==> config.mk <==
export PLATFORM = sky130hd
export DESIGN_NAME = ssrl_top
export DESIGN_NICKNAME = d
export VERILOG_FILES = /design/src/shared/ssrl_pkg.sv /design/src/hdl/ssrl_top.sv
export SDC_FILE = /design/constraint.sdc
export NUM_CORES = 1
export LEC_CHECK = 0
export CELL_PAD_IN_SITES_DETAIL_PLACEMENT = 0
export CELL_PAD_IN_SITES_GLOBAL_PLACEMENT = 2
export CORE_MARGIN = 5
export CORE_UTILIZATION = 47
export CTS_CLUSTER_SIZE = 8
export DETAILED_ROUTE_END_ITERATION = 8
export DONT_BUFFER_PORTS = 1
export MAX_ROUTING_LAYER = met4
export PLACE_DENSITY_LB_ADDON = 0.1
export REMOVE_ABC_BUFFERS = 1
export SLEW_MARGIN = 20
export SYNTH_ARGS = -nofsm -noshare
export SYNTH_HDL_FRONTEND = slang
export SYNTH_SLANG_ARGS = --single-unit
==> constraint.sdc <==
create_clock -name clk_sys -period 5.7 [get_ports clk_sys]
set_input_delay 1.14 -clock clk_sys [delete_from_list [all_inputs] [get_ports clk_sys]]
set_output_delay 1.14 -clock clk_sys [all_outputs]
set_load 0.1 [all_outputs]
==> src/shared/ssrl_pkg.sv <==
// Constants for the synthesizer serial register load block
package ssrl_pkg;
  localparam int WORD_BITS = 24;
  localparam int ADDR_BITS = 4;
  localparam int NUM_REGS = 8;
  localparam logic [2:0] CNT_W = 3'h0;
  // Address codes, low to high, for registers one to seven
  localparam logic [3:0] ADDR_REG1 = 4'h3;
  localparam logic [3:0] ADDR_REG2 = 4'h5;
  localparam logic [3:0] ADDR_REG3 = 4'h7;
  localparam logic [3:0] ADDR_REG4 = 4'h9;
  localparam logic [3:0] ADDR_REG5 = 4'hB;
  localparam logic [3:0] ADDR_REG6 = 4'hD;
  localparam logic [3:0] ADDR_REG7 = 4'hF;
  // Register indices
  localparam int IDX_DIV = 0;
  localparam int IDX_REF = 1;
  localparam int IDX_AUX = 2;
  localparam int IDX_PUMP = 3;
  localparam int IDX_MOD = 4;
  localparam int IDX_FRAC = 5;
  localparam int IDX_FAST = 6;
  localparam int IDX_MISC = 7;
  // Field positions
  localparam int DIV_HI = 23;
  localparam int DIV_LO = 13;
  localparam int FN_HI = 12;
  localparam int FN_LO = 1;
  localparam int PD_BIT = 23;
  localparam int PSEL_BIT = 22;
  localparam int REFD_HI = 21;
  localparam int REFD_LO = 16;
  localparam int FD_HI = 15;
  localparam int FD_LO = 4;
  localparam int AUXN_HI = 22;
  localparam int AUXN_LO = 4;
  localparam int ACC_HI = 23;
  localparam int ACC_LO = 20;
  localparam int CPG_HI = 19;
  localparam int CPG_LO = 16;
  localparam int AUXR_HI = 15;
  localparam int AUXR_LO = 4;
  localparam int UFD_HI = 23;
  localparam int UFD_LO = 14;
  localparam int UFN_HI = 13;
  localparam int UFN_LO = 4;
  localparam int CSR_HI = 23;
  localparam int CSR_LO = 22;
  localparam int CPF_HI = 21;
  localparam int CPF_LO = 18;
  localparam int TOC_HI = 17;
  localparam int TOC_LO = 4;
  localparam int AUTO_POWER_UP_BIT = 23;
  localparam int FM_HI = 19;
  localparam int FM_LO = 18;
  // Divider word sub-fields inside the 11-bit value
  localparam int CYC_HI = 10;
  localparam int CYC_LO = 4;
  localparam int FB_HI = 3;
  localparam int FB_LO = 2;
  localparam int FA_HI = 1;
  localparam int FA_LO = 0;
  localparam logic [23:0] REG_RESET = 24'h000000;
  localparam logic [4:0] BITCNT_FULL = 5'h18;
  // Prescaler base sizes for the small and large quadruple-modulus parts
  localparam logic [4:0] PRESC_SMALL = 5'h08;
  localparam logic [4:0] PRESC_LARGE = 5'h10;
  // Legal divider ranges
  localparam logic [10:0] NMIN_SMALL = 11'h019;
  localparam logic [10:0] NMAX_SMALL = 11'h3FF;
  localparam logic [10:0] NMIN_LARGE = 11'h037;
  localparam logic [10:0] NMAX_LARGE = 11'h7F7;
endpackage

==> src/hdl/ssrl_top.sv <==
// Serial programming front end with control latches and field decode
`timescale 1ns/1ps
module ssrl_top (
  // System
  input wire logic clk_sys,
  input wire logic rst_n,
  // Serial link pins
  input wire logic ser_clk,
  input wire logic ser_data,
  input wire logic latch_strobe,
  // Chip enable pin
  input wire logic chip_enable,
  // Divider word fields
  output logic [10:0] main_divider_value,
  output logic [21:0] fraction_numerator,
  output logic [21:0] fraction_denominator,
  output logic [6:0] prescaler_cycle_count,
  output logic [1:0] divider_field_b,
  output logic [1:0] divider_field_a,
  output logic [11:0] divider_total,
  output logic divider_in_range,
  // Register one and two fields
  output logic main_power_down,
  output logic prescaler_select,
  output logic [5:0] reference_divider,
  output logic aux_power_down,
  output logic [18:0] aux_divider,
  // Register three fields
  output logic [3:0] access_enables,
  output logic [3:0] main_pump_gain,
  output logic [11:0] aux_ref_divider,
  // Register four, six and seven fields
  output logic auto_power_up,
  output logic [1:0] modulator_order,
  output logic [1:0] slip_reduction_factor,
  output logic [3:0] fastlock_pump_gain,
  output logic [13:0] fastlock_timeout_count,
  output logic [23:0] misc_test_word,
  // Derived control
  output logic main_powered_down,
  output logic counters_reset
);

  // ------------------------------------------------------------
  // Pin synchronisers
  // ------------------------------------------------------------
  logic [2:0] sync1_r;
  logic [2:0] sync2_r;
  logic sclk_d_r;
  logic le_d_r;
  logic ce_s1_r;
  logic ce_s2_r;

  // Two flops on every pin except rst_n before any logic looks at it
  always_ff @(posedge clk_sys or negedge rst_n) begin
    if (!rst_n) begin
      sync1_r <= 3'h0;
      sync2_r <= 3'h0;
      ce_s1_r <= 1'h0;
      ce_s2_r <= 1'h0;
    end else begin
      sync1_r <= {ser_clk, ser_data, latch_strobe};
      sync2_r <= sync1_r;
      ce_s1_r <= chip_enable;
      ce_s2_r <= ce_s1_r;
    end
  end

  wire sclk_s = sync2_r[2];
  wire sdat_s = sync2_r[1];
  wire le_s = sync2_r[0];

  // Edge detect history
  always_ff @(posedge clk_sys or negedge rst_n) begin
    if (!rst_n) begin
      sclk_d_r <= 1'h0;
      le_d_r <= 1'h0;
    end else begin
      sclk_d_r <= sclk_s;
      le_d_r <= le_s;
    end
  end

  wire sclk_rise = sclk_s & ~sclk_d_r;
  wire le_rise = le_s & ~le_d_r;

  // ------------------------------------------------------------
  // Shift register
  // ------------------------------------------------------------
  logic [23:0] shift_r;
  logic [4:0] bitcnt_r;

  // Data is sampled on the serial clock rising edge; the data line has
  // travelled the same two-flop path, so it stays aligned with the clock.
  always_ff @(posedge clk_sys or negedge rst_n) begin
    if (!rst_n) begin
      shift_r <= ssrl_pkg::REG_RESET;
    end else if (sclk_rise && !le_s) begin
      shift_r <= {shift_r[22:0], sdat_s};
    end
  end

  // Counts bits since the last transfer, saturating at a full word
  always_ff @(posedge clk_sys or negedge rst_n) begin
    if (!rst_n) begin
      bitcnt_r <= 5'h00;
    end else if (le_rise) begin
      bitcnt_r <= 5'h00;
    end else if (sclk_rise && !le_s &&
                 bitcnt_r != ssrl_pkg::BITCNT_FULL) begin
      bitcnt_r <= bitcnt_r + 5'h01;
    end
  end

  wire word_full = (bitcnt_r == ssrl_pkg::BITCNT_FULL);

  // ------------------------------------------------------------
  // Address decode
  // ------------------------------------------------------------
  logic [7:0] sel;
  wire [3:0] addr_code_bits = shift_r[3:0];

  // One-hot latch select; unmatched even codes cannot occur past bit 0
  always_comb begin
    sel = 8'h00;
    if (!addr_code_bits[0]) begin
      sel[ssrl_pkg::IDX_DIV] = 1'b1;
    end else begin
      unique case (addr_code_bits)
        ssrl_pkg::ADDR_REG1: sel[ssrl_pkg::IDX_REF] = 1'b1;
        ssrl_pkg::ADDR_REG2: sel[ssrl_pkg::IDX_AUX] = 1'b1;
        ssrl_pkg::ADDR_REG3: sel[ssrl_pkg::IDX_PUMP] = 1'b1;
        ssrl_pkg::ADDR_REG4: sel[ssrl_pkg::IDX_MOD] = 1'b1;
        ssrl_pkg::ADDR_REG5: sel[ssrl_pkg::IDX_FRAC] = 1'b1;
        ssrl_pkg::ADDR_REG6: sel[ssrl_pkg::IDX_FAST] = 1'b1;
        ssrl_pkg::ADDR_REG7: sel[ssrl_pkg::IDX_MISC] = 1'b1;
        default: sel = 8'h00;
      endcase
    end
  end

  wire load_en = le_rise && word_full;

  // ------------------------------------------------------------
  // Control latches, write only
  // ------------------------------------------------------------
  logic [23:0] regs_r [ssrl_pkg::NUM_REGS];

  // Only the addressed latch changes; all others keep their value
  always_ff @(posedge clk_sys or negedge rst_n) begin
    if (!rst_n) begin
      for (int i = 0; i < ssrl_pkg::NUM_REGS; i++) begin
        regs_r[i] <= ssrl_pkg::REG_RESET;
      end
    end else if (load_en) begin
      for (int i = 0; i < ssrl_pkg::NUM_REGS; i++) begin
        if (sel[i]) begin
          regs_r[i] <= shift_r;
        end
      end
    end
  end

  // Counter reset pulse on a divider-word write, one cycle wide
  always_ff @(posedge clk_sys or negedge rst_n) begin
    if (!rst_n) begin
      counters_reset <= 1'b0;
    end else begin
      counters_reset <= load_en && sel[ssrl_pkg::IDX_DIV];
    end
  end

  // ------------------------------------------------------------
  // Field decode
  // ------------------------------------------------------------
  wire [23:0] r0 = regs_r[ssrl_pkg::IDX_DIV];
  wire [23:0] r1 = regs_r[ssrl_pkg::IDX_REF];
  wire [23:0] r2 = regs_r[ssrl_pkg::IDX_AUX];
  wire [23:0] r3 = regs_r[ssrl_pkg::IDX_PUMP];
  wire [23:0] r4 = regs_r[ssrl_pkg::IDX_MOD];
  wire [23:0] r5 = regs_r[ssrl_pkg::IDX_FRAC];
  wire [23:0] r6 = regs_r[ssrl_pkg::IDX_FAST];

  // Divider word and fraction, low parts in register zero and one
  assign main_divider_value = r0[ssrl_pkg::DIV_HI:ssrl_pkg::DIV_LO];
  assign fraction_numerator = {r5[ssrl_pkg::UFN_HI:ssrl_pkg::UFN_LO],
                               r0[ssrl_pkg::FN_HI:ssrl_pkg::FN_LO]};
  assign fraction_denominator = {r5[ssrl_pkg::UFD_HI:ssrl_pkg::UFD_LO],
                                 r1[ssrl_pkg::FD_HI:ssrl_pkg::FD_LO]};

  // Divider split into prescaler cycle count and the two small fields
  assign prescaler_cycle_count =
    main_divider_value[ssrl_pkg::CYC_HI:ssrl_pkg::CYC_LO];
  assign divider_field_b = main_divider_value[ssrl_pkg::FB_HI:ssrl_pkg::FB_LO];
  assign divider_field_a = main_divider_value[ssrl_pkg::FA_HI:ssrl_pkg::FA_LO];

  // Register one and two
  assign main_power_down = r1[ssrl_pkg::PD_BIT];
  assign prescaler_select = r1[ssrl_pkg::PSEL_BIT];
  assign reference_divider = r1[ssrl_pkg::REFD_HI:ssrl_pkg::REFD_LO];
  assign aux_power_down = r2[ssrl_pkg::PD_BIT];
  assign aux_divider = r2[ssrl_pkg::AUXN_HI:ssrl_pkg::AUXN_LO];

  // Register three
  assign access_enables = r3[ssrl_pkg::ACC_HI:ssrl_pkg::ACC_LO];
  assign main_pump_gain = r3[ssrl_pkg::CPG_HI:ssrl_pkg::CPG_LO];
  assign aux_ref_divider = r3[ssrl_pkg::AUXR_HI:ssrl_pkg::AUXR_LO];

  // Register four, six and seven
  assign auto_power_up = r4[ssrl_pkg::AUTO_POWER_UP_BIT];
  assign modulator_order = r4[ssrl_pkg::FM_HI:ssrl_pkg::FM_LO];
  assign slip_reduction_factor = r6[ssrl_pkg::CSR_HI:ssrl_pkg::CSR_LO];
  assign fastlock_pump_gain = r6[ssrl_pkg::CPF_HI:ssrl_pkg::CPF_LO];
  assign fastlock_timeout_count = r6[ssrl_pkg::TOC_HI:ssrl_pkg::TOC_LO];
  assign misc_test_word = regs_r[ssrl_pkg::IDX_MISC];

  // ------------------------------------------------------------
  // Division total and range check
  // ------------------------------------------------------------
  logic [4:0] presc_size;
  logic [11:0] prod;

  // Prescaler size times cycle count plus four B plus A
  always_comb begin
    presc_size = prescaler_select ? ssrl_pkg::PRESC_LARGE
                                  : ssrl_pkg::PRESC_SMALL;
    prod = 12'(presc_size * prescaler_cycle_count);
    divider_total = prod + {8'h00, divider_field_b, 2'b00}
                  + {10'h000, divider_field_a};
  end

  // Flags a division total inside the range for the chosen prescaler;
  // the raw field is not the division, so the total is what is judged.
  // Finer order-dependent limits are left to the host
  always_comb begin
    if (prescaler_select) begin
      divider_in_range =
        divider_total >= {1'b0, ssrl_pkg::NMIN_LARGE} &&
        divider_total <= {1'b0, ssrl_pkg::NMAX_LARGE};
    end else begin
      divider_in_range =
        divider_total >= {1'b0, ssrl_pkg::NMIN_SMALL} &&
        divider_total <= {1'b0, ssrl_pkg::NMAX_SMALL};
    end
  end

  // ------------------------------------------------------------
  // Power-down precedence
  // ------------------------------------------------------------
  // Chip enable low wins, then auto power-up, then the stored bit
  assign main_powered_down = !ce_s2_r ? 1'b1 :
                             auto_power_up ? 1'b0 : main_power_down;

endmodule

==> results.txt <==
----------------------------------------------------
[Synthesis]
  EDFF count, synth ... 0
  Most repeated cell in the gate-level netlist after synthesis ... sky130_fd_sc_hd__dfrtp_1
  Area share of the leading cell type in the synthesized netlist ... a little over 60%
  Number of distinct library cell variants in the gate-level netlist after synthesis ... 38
  Share of the yosys chip area belonging to registers ... 62.3%
  Post-synthesis register bit count ... 190
  Mean instance size in the synthesized netlist ... 15.3 µm²
  Synthesized cell area ... between 7000 and 8000 µm²
  Number of instances in the synthesized netlist ... 500
  Commonest cells in the synthesized netlist ... sky130_fd_sc_hd__dfrtp_1, sky130_fd_sc_hd__mux2_2, sky130_fd_sc_hd__buf_4
  Synth area leaders ... sky130_fd_sc_hd__dfrtp_1, sky130_fd_sc_hd__mux2_2, sky130_fd_sc_hd__ha_1, sky130_fd_sc_hd__buf_4, sky130_fd_sc_hd__nand2_1
  Fraction of registers with async set/reset ... 100%
  Synthesis Warnings ... 0
  Cell type with the highest aggregate area in the netlist ... sky130_fd_sc_hd__dfrtp_1
  Primary flip-flop cell chosen by synthesis mapping ... sky130_fd_sc_hd__dfrtp_1

[Final layout]
  Nets@finish ... 527
  Layout cell share with drive strength beyond 1 ... around half
  Non-filler cells in the finished layout ... about 740
  Layout area overhead ... 11.2%
  Antenna diode count ... 0
  Fill count ... 1367

[Timing]
  Upper clock frequency limit ... between 150 and 200 MHz
  Time the final worst path needs with I/O delays and setup ... just over 5 ns
  Slew Limit Fails ... 0
  Setup repair after global routing missed its margin ... false
  Final worst-path setup slack ... between 0.5 and 0.6 ns
  Final worst clock skew ... between 0.009 and 0.01 ns
  # setup viols final ... 0
  Final Hold Fails ... 0
  Remaining max-slew budget at the tightest pin ... ~27%
  Pin slew with the least headroom to its limit ... 1.09 ns
  Final period utilization ... around nine tenths

[Clock tree]
  Buffers from clock root to sink, at most ... 2
  Hold-fix buffers, CTS ... 0
  Clock Tree Root ... sky130_fd_sc_hd__clkbuf_16
  Post_cts resized ... 0
  Clock sink total ... 190
  Post-CTS setup repair buffer count ... 0
  Insertion delay to the later sink of the worst-skew pair ... 0.43 ns
  Clock slew at the register clock pins of the worst setup and hold paths ... ~0.070 ns
  Cts bufs inserted ... 17
  H-Tree Depth ... 4
  Clock tree from TritonCTS ... built

[Floorplan]
  Top-level port count ... 182
  Initial cell density of the core ... just under 50%
  Area of the placeable core ... approximately 16000 µm²
  Number of rows created at floorplan ... 46
  Die area ... about 19000 µm²
  Die X-Extent ... between 100 and 150 µm
  Die boundary height ... ~140 µm

[Pwr]
  Comb power frac ... 2.5%
  Cell-internal power ... ~0.0020 W
  Switch Pwr ... ~0.0006 W
  Clock group share of total power ... a little over two fifths
  Sw Ratio ... between 20% and 30%
  Leakage component of the power ... ~4.3 nW
  Power density over cell area ... about 300 nW/µm²
  Sequential group share of total power ... 55.8%
  Peak supply drop ... 211 µV
  Pwr Total ... about 0.0026 W

[Routing]
  Vias ... between 3000 and 4000
  WL per Instance ... ~23 µm
  Number of DRC markers after the initial detailed-route iteration ... 202
  Number of nets with antenna violations after detailed routing ... 0
  Post-Route WL ... roughly 17000 µm
  DRC ... 0
  DRT Pass-1 Iters ... 4
  Average via count per standard cell ... roughly 5.4

[Status]
  Outcome ... finished clean

[Worst setup path]
  Peak fanout along the critical path ... 18
  Cell type with the highest occurrence count on the critical path ... sky130_fd_sc_hd__ha_1
  Peak per-stage delay on the critical path ... just under 0.7 ns
  Cells along the critical path ... and2_1 -> ha_1 -> ha_1 -> ha_1 -> ha_1 -> nand3_1 -> a221o_1 -> a2111o_1 -> o41ai_1 -> a211oi_4 -> buf_12
  Critical Path Sink Type ... primary output
  Worst path buffer plus inverter count ... 1
  CP Data Required Time ... between 4 and 5 ns
  R2R setup slack ... between 2 and 3 ns
  Highest-delay cell along the critical path ... sky130_fd_sc_hd__dfrtp_1
  Critical Path AT ... slightly above 4 ns
  Launching element type of the critical path ... flop
  Critical path class ... flop to primary output
  Category of cells accounting for the largest share of critical-path delay ... compound AO/OA/AOI/OAI gates

[Global route]
  First-pass GRT wire length ... 25500 µm
  Number of global-route vias before repair ... about 4200
  Global Route Usage Sum ... around a fifth
  Maximum number of pins on one net before global-route repair ... ~190
  Aggregate global routing overflow ... 0
  Initial antenna violation count ... 0

[Placed design]
  Routability congestion estimate from global placement ... roughly 0.75
  Detailed placement HPWL ... ~11000 µm
  Worst slack after detailed placement ... between 0.9 and 1 ns
  Count of placed standard cells including taps ... between 700 and 800
  Number of input and output port buffers inserted ... 0

[Job]
  Number of maximum-capacitance violations ... 0

[Worst hold path]
  Min-delay worst type ... flop to flop

----------------------------------------------------
## power groups by stage
stage | Combinational, W | Clock (W) | Sequential [W]
after detailed placement | 0.0000650 | 0 | 0.00146
after global routing | 0.0000699 | 0.00115 | 0.00145
after floorplan | 0.0000533 | 0 | 0.00144
after CTS | 0.0000657 | 0.00110 | 0.00144
final | 0.0000652 | 0.00107 | 0.00144
after global placement | 0.0000640 | 0 | 0.00146
## worst paths after layout
path | from | end | cells after the start
max | r1[22] | divider_in_range | 11
max in group asynchronous | rst_n | r0[16] | 0
min in group asynchronous | rst_n | r1[6] | 0
max reg2reg | bitcnt_r[0] | r1[13] | 7
min reg2reg | sync1_r[1] | sync2_r[1] | 0
min | sync1_r[1] | sync2_r[1] | 0
## state kept, by name (all words and copies together), names as in the netlist, 5 cells and up
register        flops
shift_r            24
r1                 20
r6                 20
r0                 23
r3                 20
misc_test_word     24
r5                 20
r2                 20
bitcnt_r            5
## logic make-up after synthesis
kind of cell    after synthesis  synth area share [%]
compound gates               19                  1.66
buf+inv                      42                  3.36
fa+ha+maj                    13                  2.13
flops                       190                  62.3
xor+xnor                      8                 0.918
mux                         170                  25.1
simple gates                 57                  4.51
other cells                   1                0.0491
## area by class of cell
class	count	area [µm²]	area share [%]
Clock buffer	22	464	5.47
Clock inverter	9	63.8	0.752
Inverter	6	22.5	0.265
Multi-Input combinational cell	268	2700	31.8
Sequential cell	190	4770	56.2
Tap cell	216	270	3.18
Timing Repair Buffer	25	200	2.36
## layout by cell type, fill, tap and decap left out, types with 2 or more instances in the layout
cell and instances:
sky130_fd_sc_hd__and2_1 3, sky130_fd_sc_hd__clkbuf_8 2, sky130_fd_sc_hd__dfrtp_2 11, sky130_fd_sc_hd__dfrtp_1 179, sky130_fd_sc_hd__or2_2 4, sky130_fd_sc_hd__a21oi_1 4
sky130_fd_sc_hd__clkinv_2 3, sky130_fd_sc_hd__ha_1 13, sky130_fd_sc_hd__buf_4 24, sky130_fd_sc_hd__nor2_1 7, sky130_fd_sc_hd__nor4_4 2, sky130_fd_sc_hd__nor2b_1 5
sky130_fd_sc_hd__xor2_1 3, sky130_fd_sc_hd__clkbuf_1 3, sky130_fd_sc_hd__o21ai_0 4, sky130_fd_sc_hd__inv_6 2, sky130_fd_sc_hd__nor3_1 2, sky130_fd_sc_hd__clkinvlp_4 3
sky130_fd_sc_hd__nand3_1 7, sky130_fd_sc_hd__mux2_2 169, sky130_fd_sc_hd__nand2_1 12, sky130_fd_sc_hd__xnor2_2 3, sky130_fd_sc_hd__nor3b_1 2, sky130_fd_sc_hd__clkbuf_16 17
sky130_fd_sc_hd__nor2_4 2, sky130_fd_sc_hd__nand4_1 3, sky130_fd_sc_hd__a31oi_1 3, sky130_fd_sc_hd__inv_1 6
## routing by layer
layer	track usage (%)	vias to the layer above	share of wire, %
li1	-	1759	-
met1	22.6	2109	40
met2	30.2	111	50
met3	6.98	16	8.3
met4	5.65	0	1.2
met5	-	-	0
## per-stage QoR
step / TNS (ns) / hold WS (ns) / instance area, µm² / util [%]
6_report: 0 / 0.347 / 8490 / 53.4
5_1_grt: 0 / 0.352 / 8490 / 53.4
4_1_cts: 0 / 0.349 / 8490 / 53.4
3_5_place_dp: 0 / 0.335 / 7960 / 50.1
3_3_place_gp: 0 / 0.334 / 7960 / 50.1
2_1_floorplan: -2.51 / 0.331 / 7400 / -
Power figures use the tool's default switching activity.
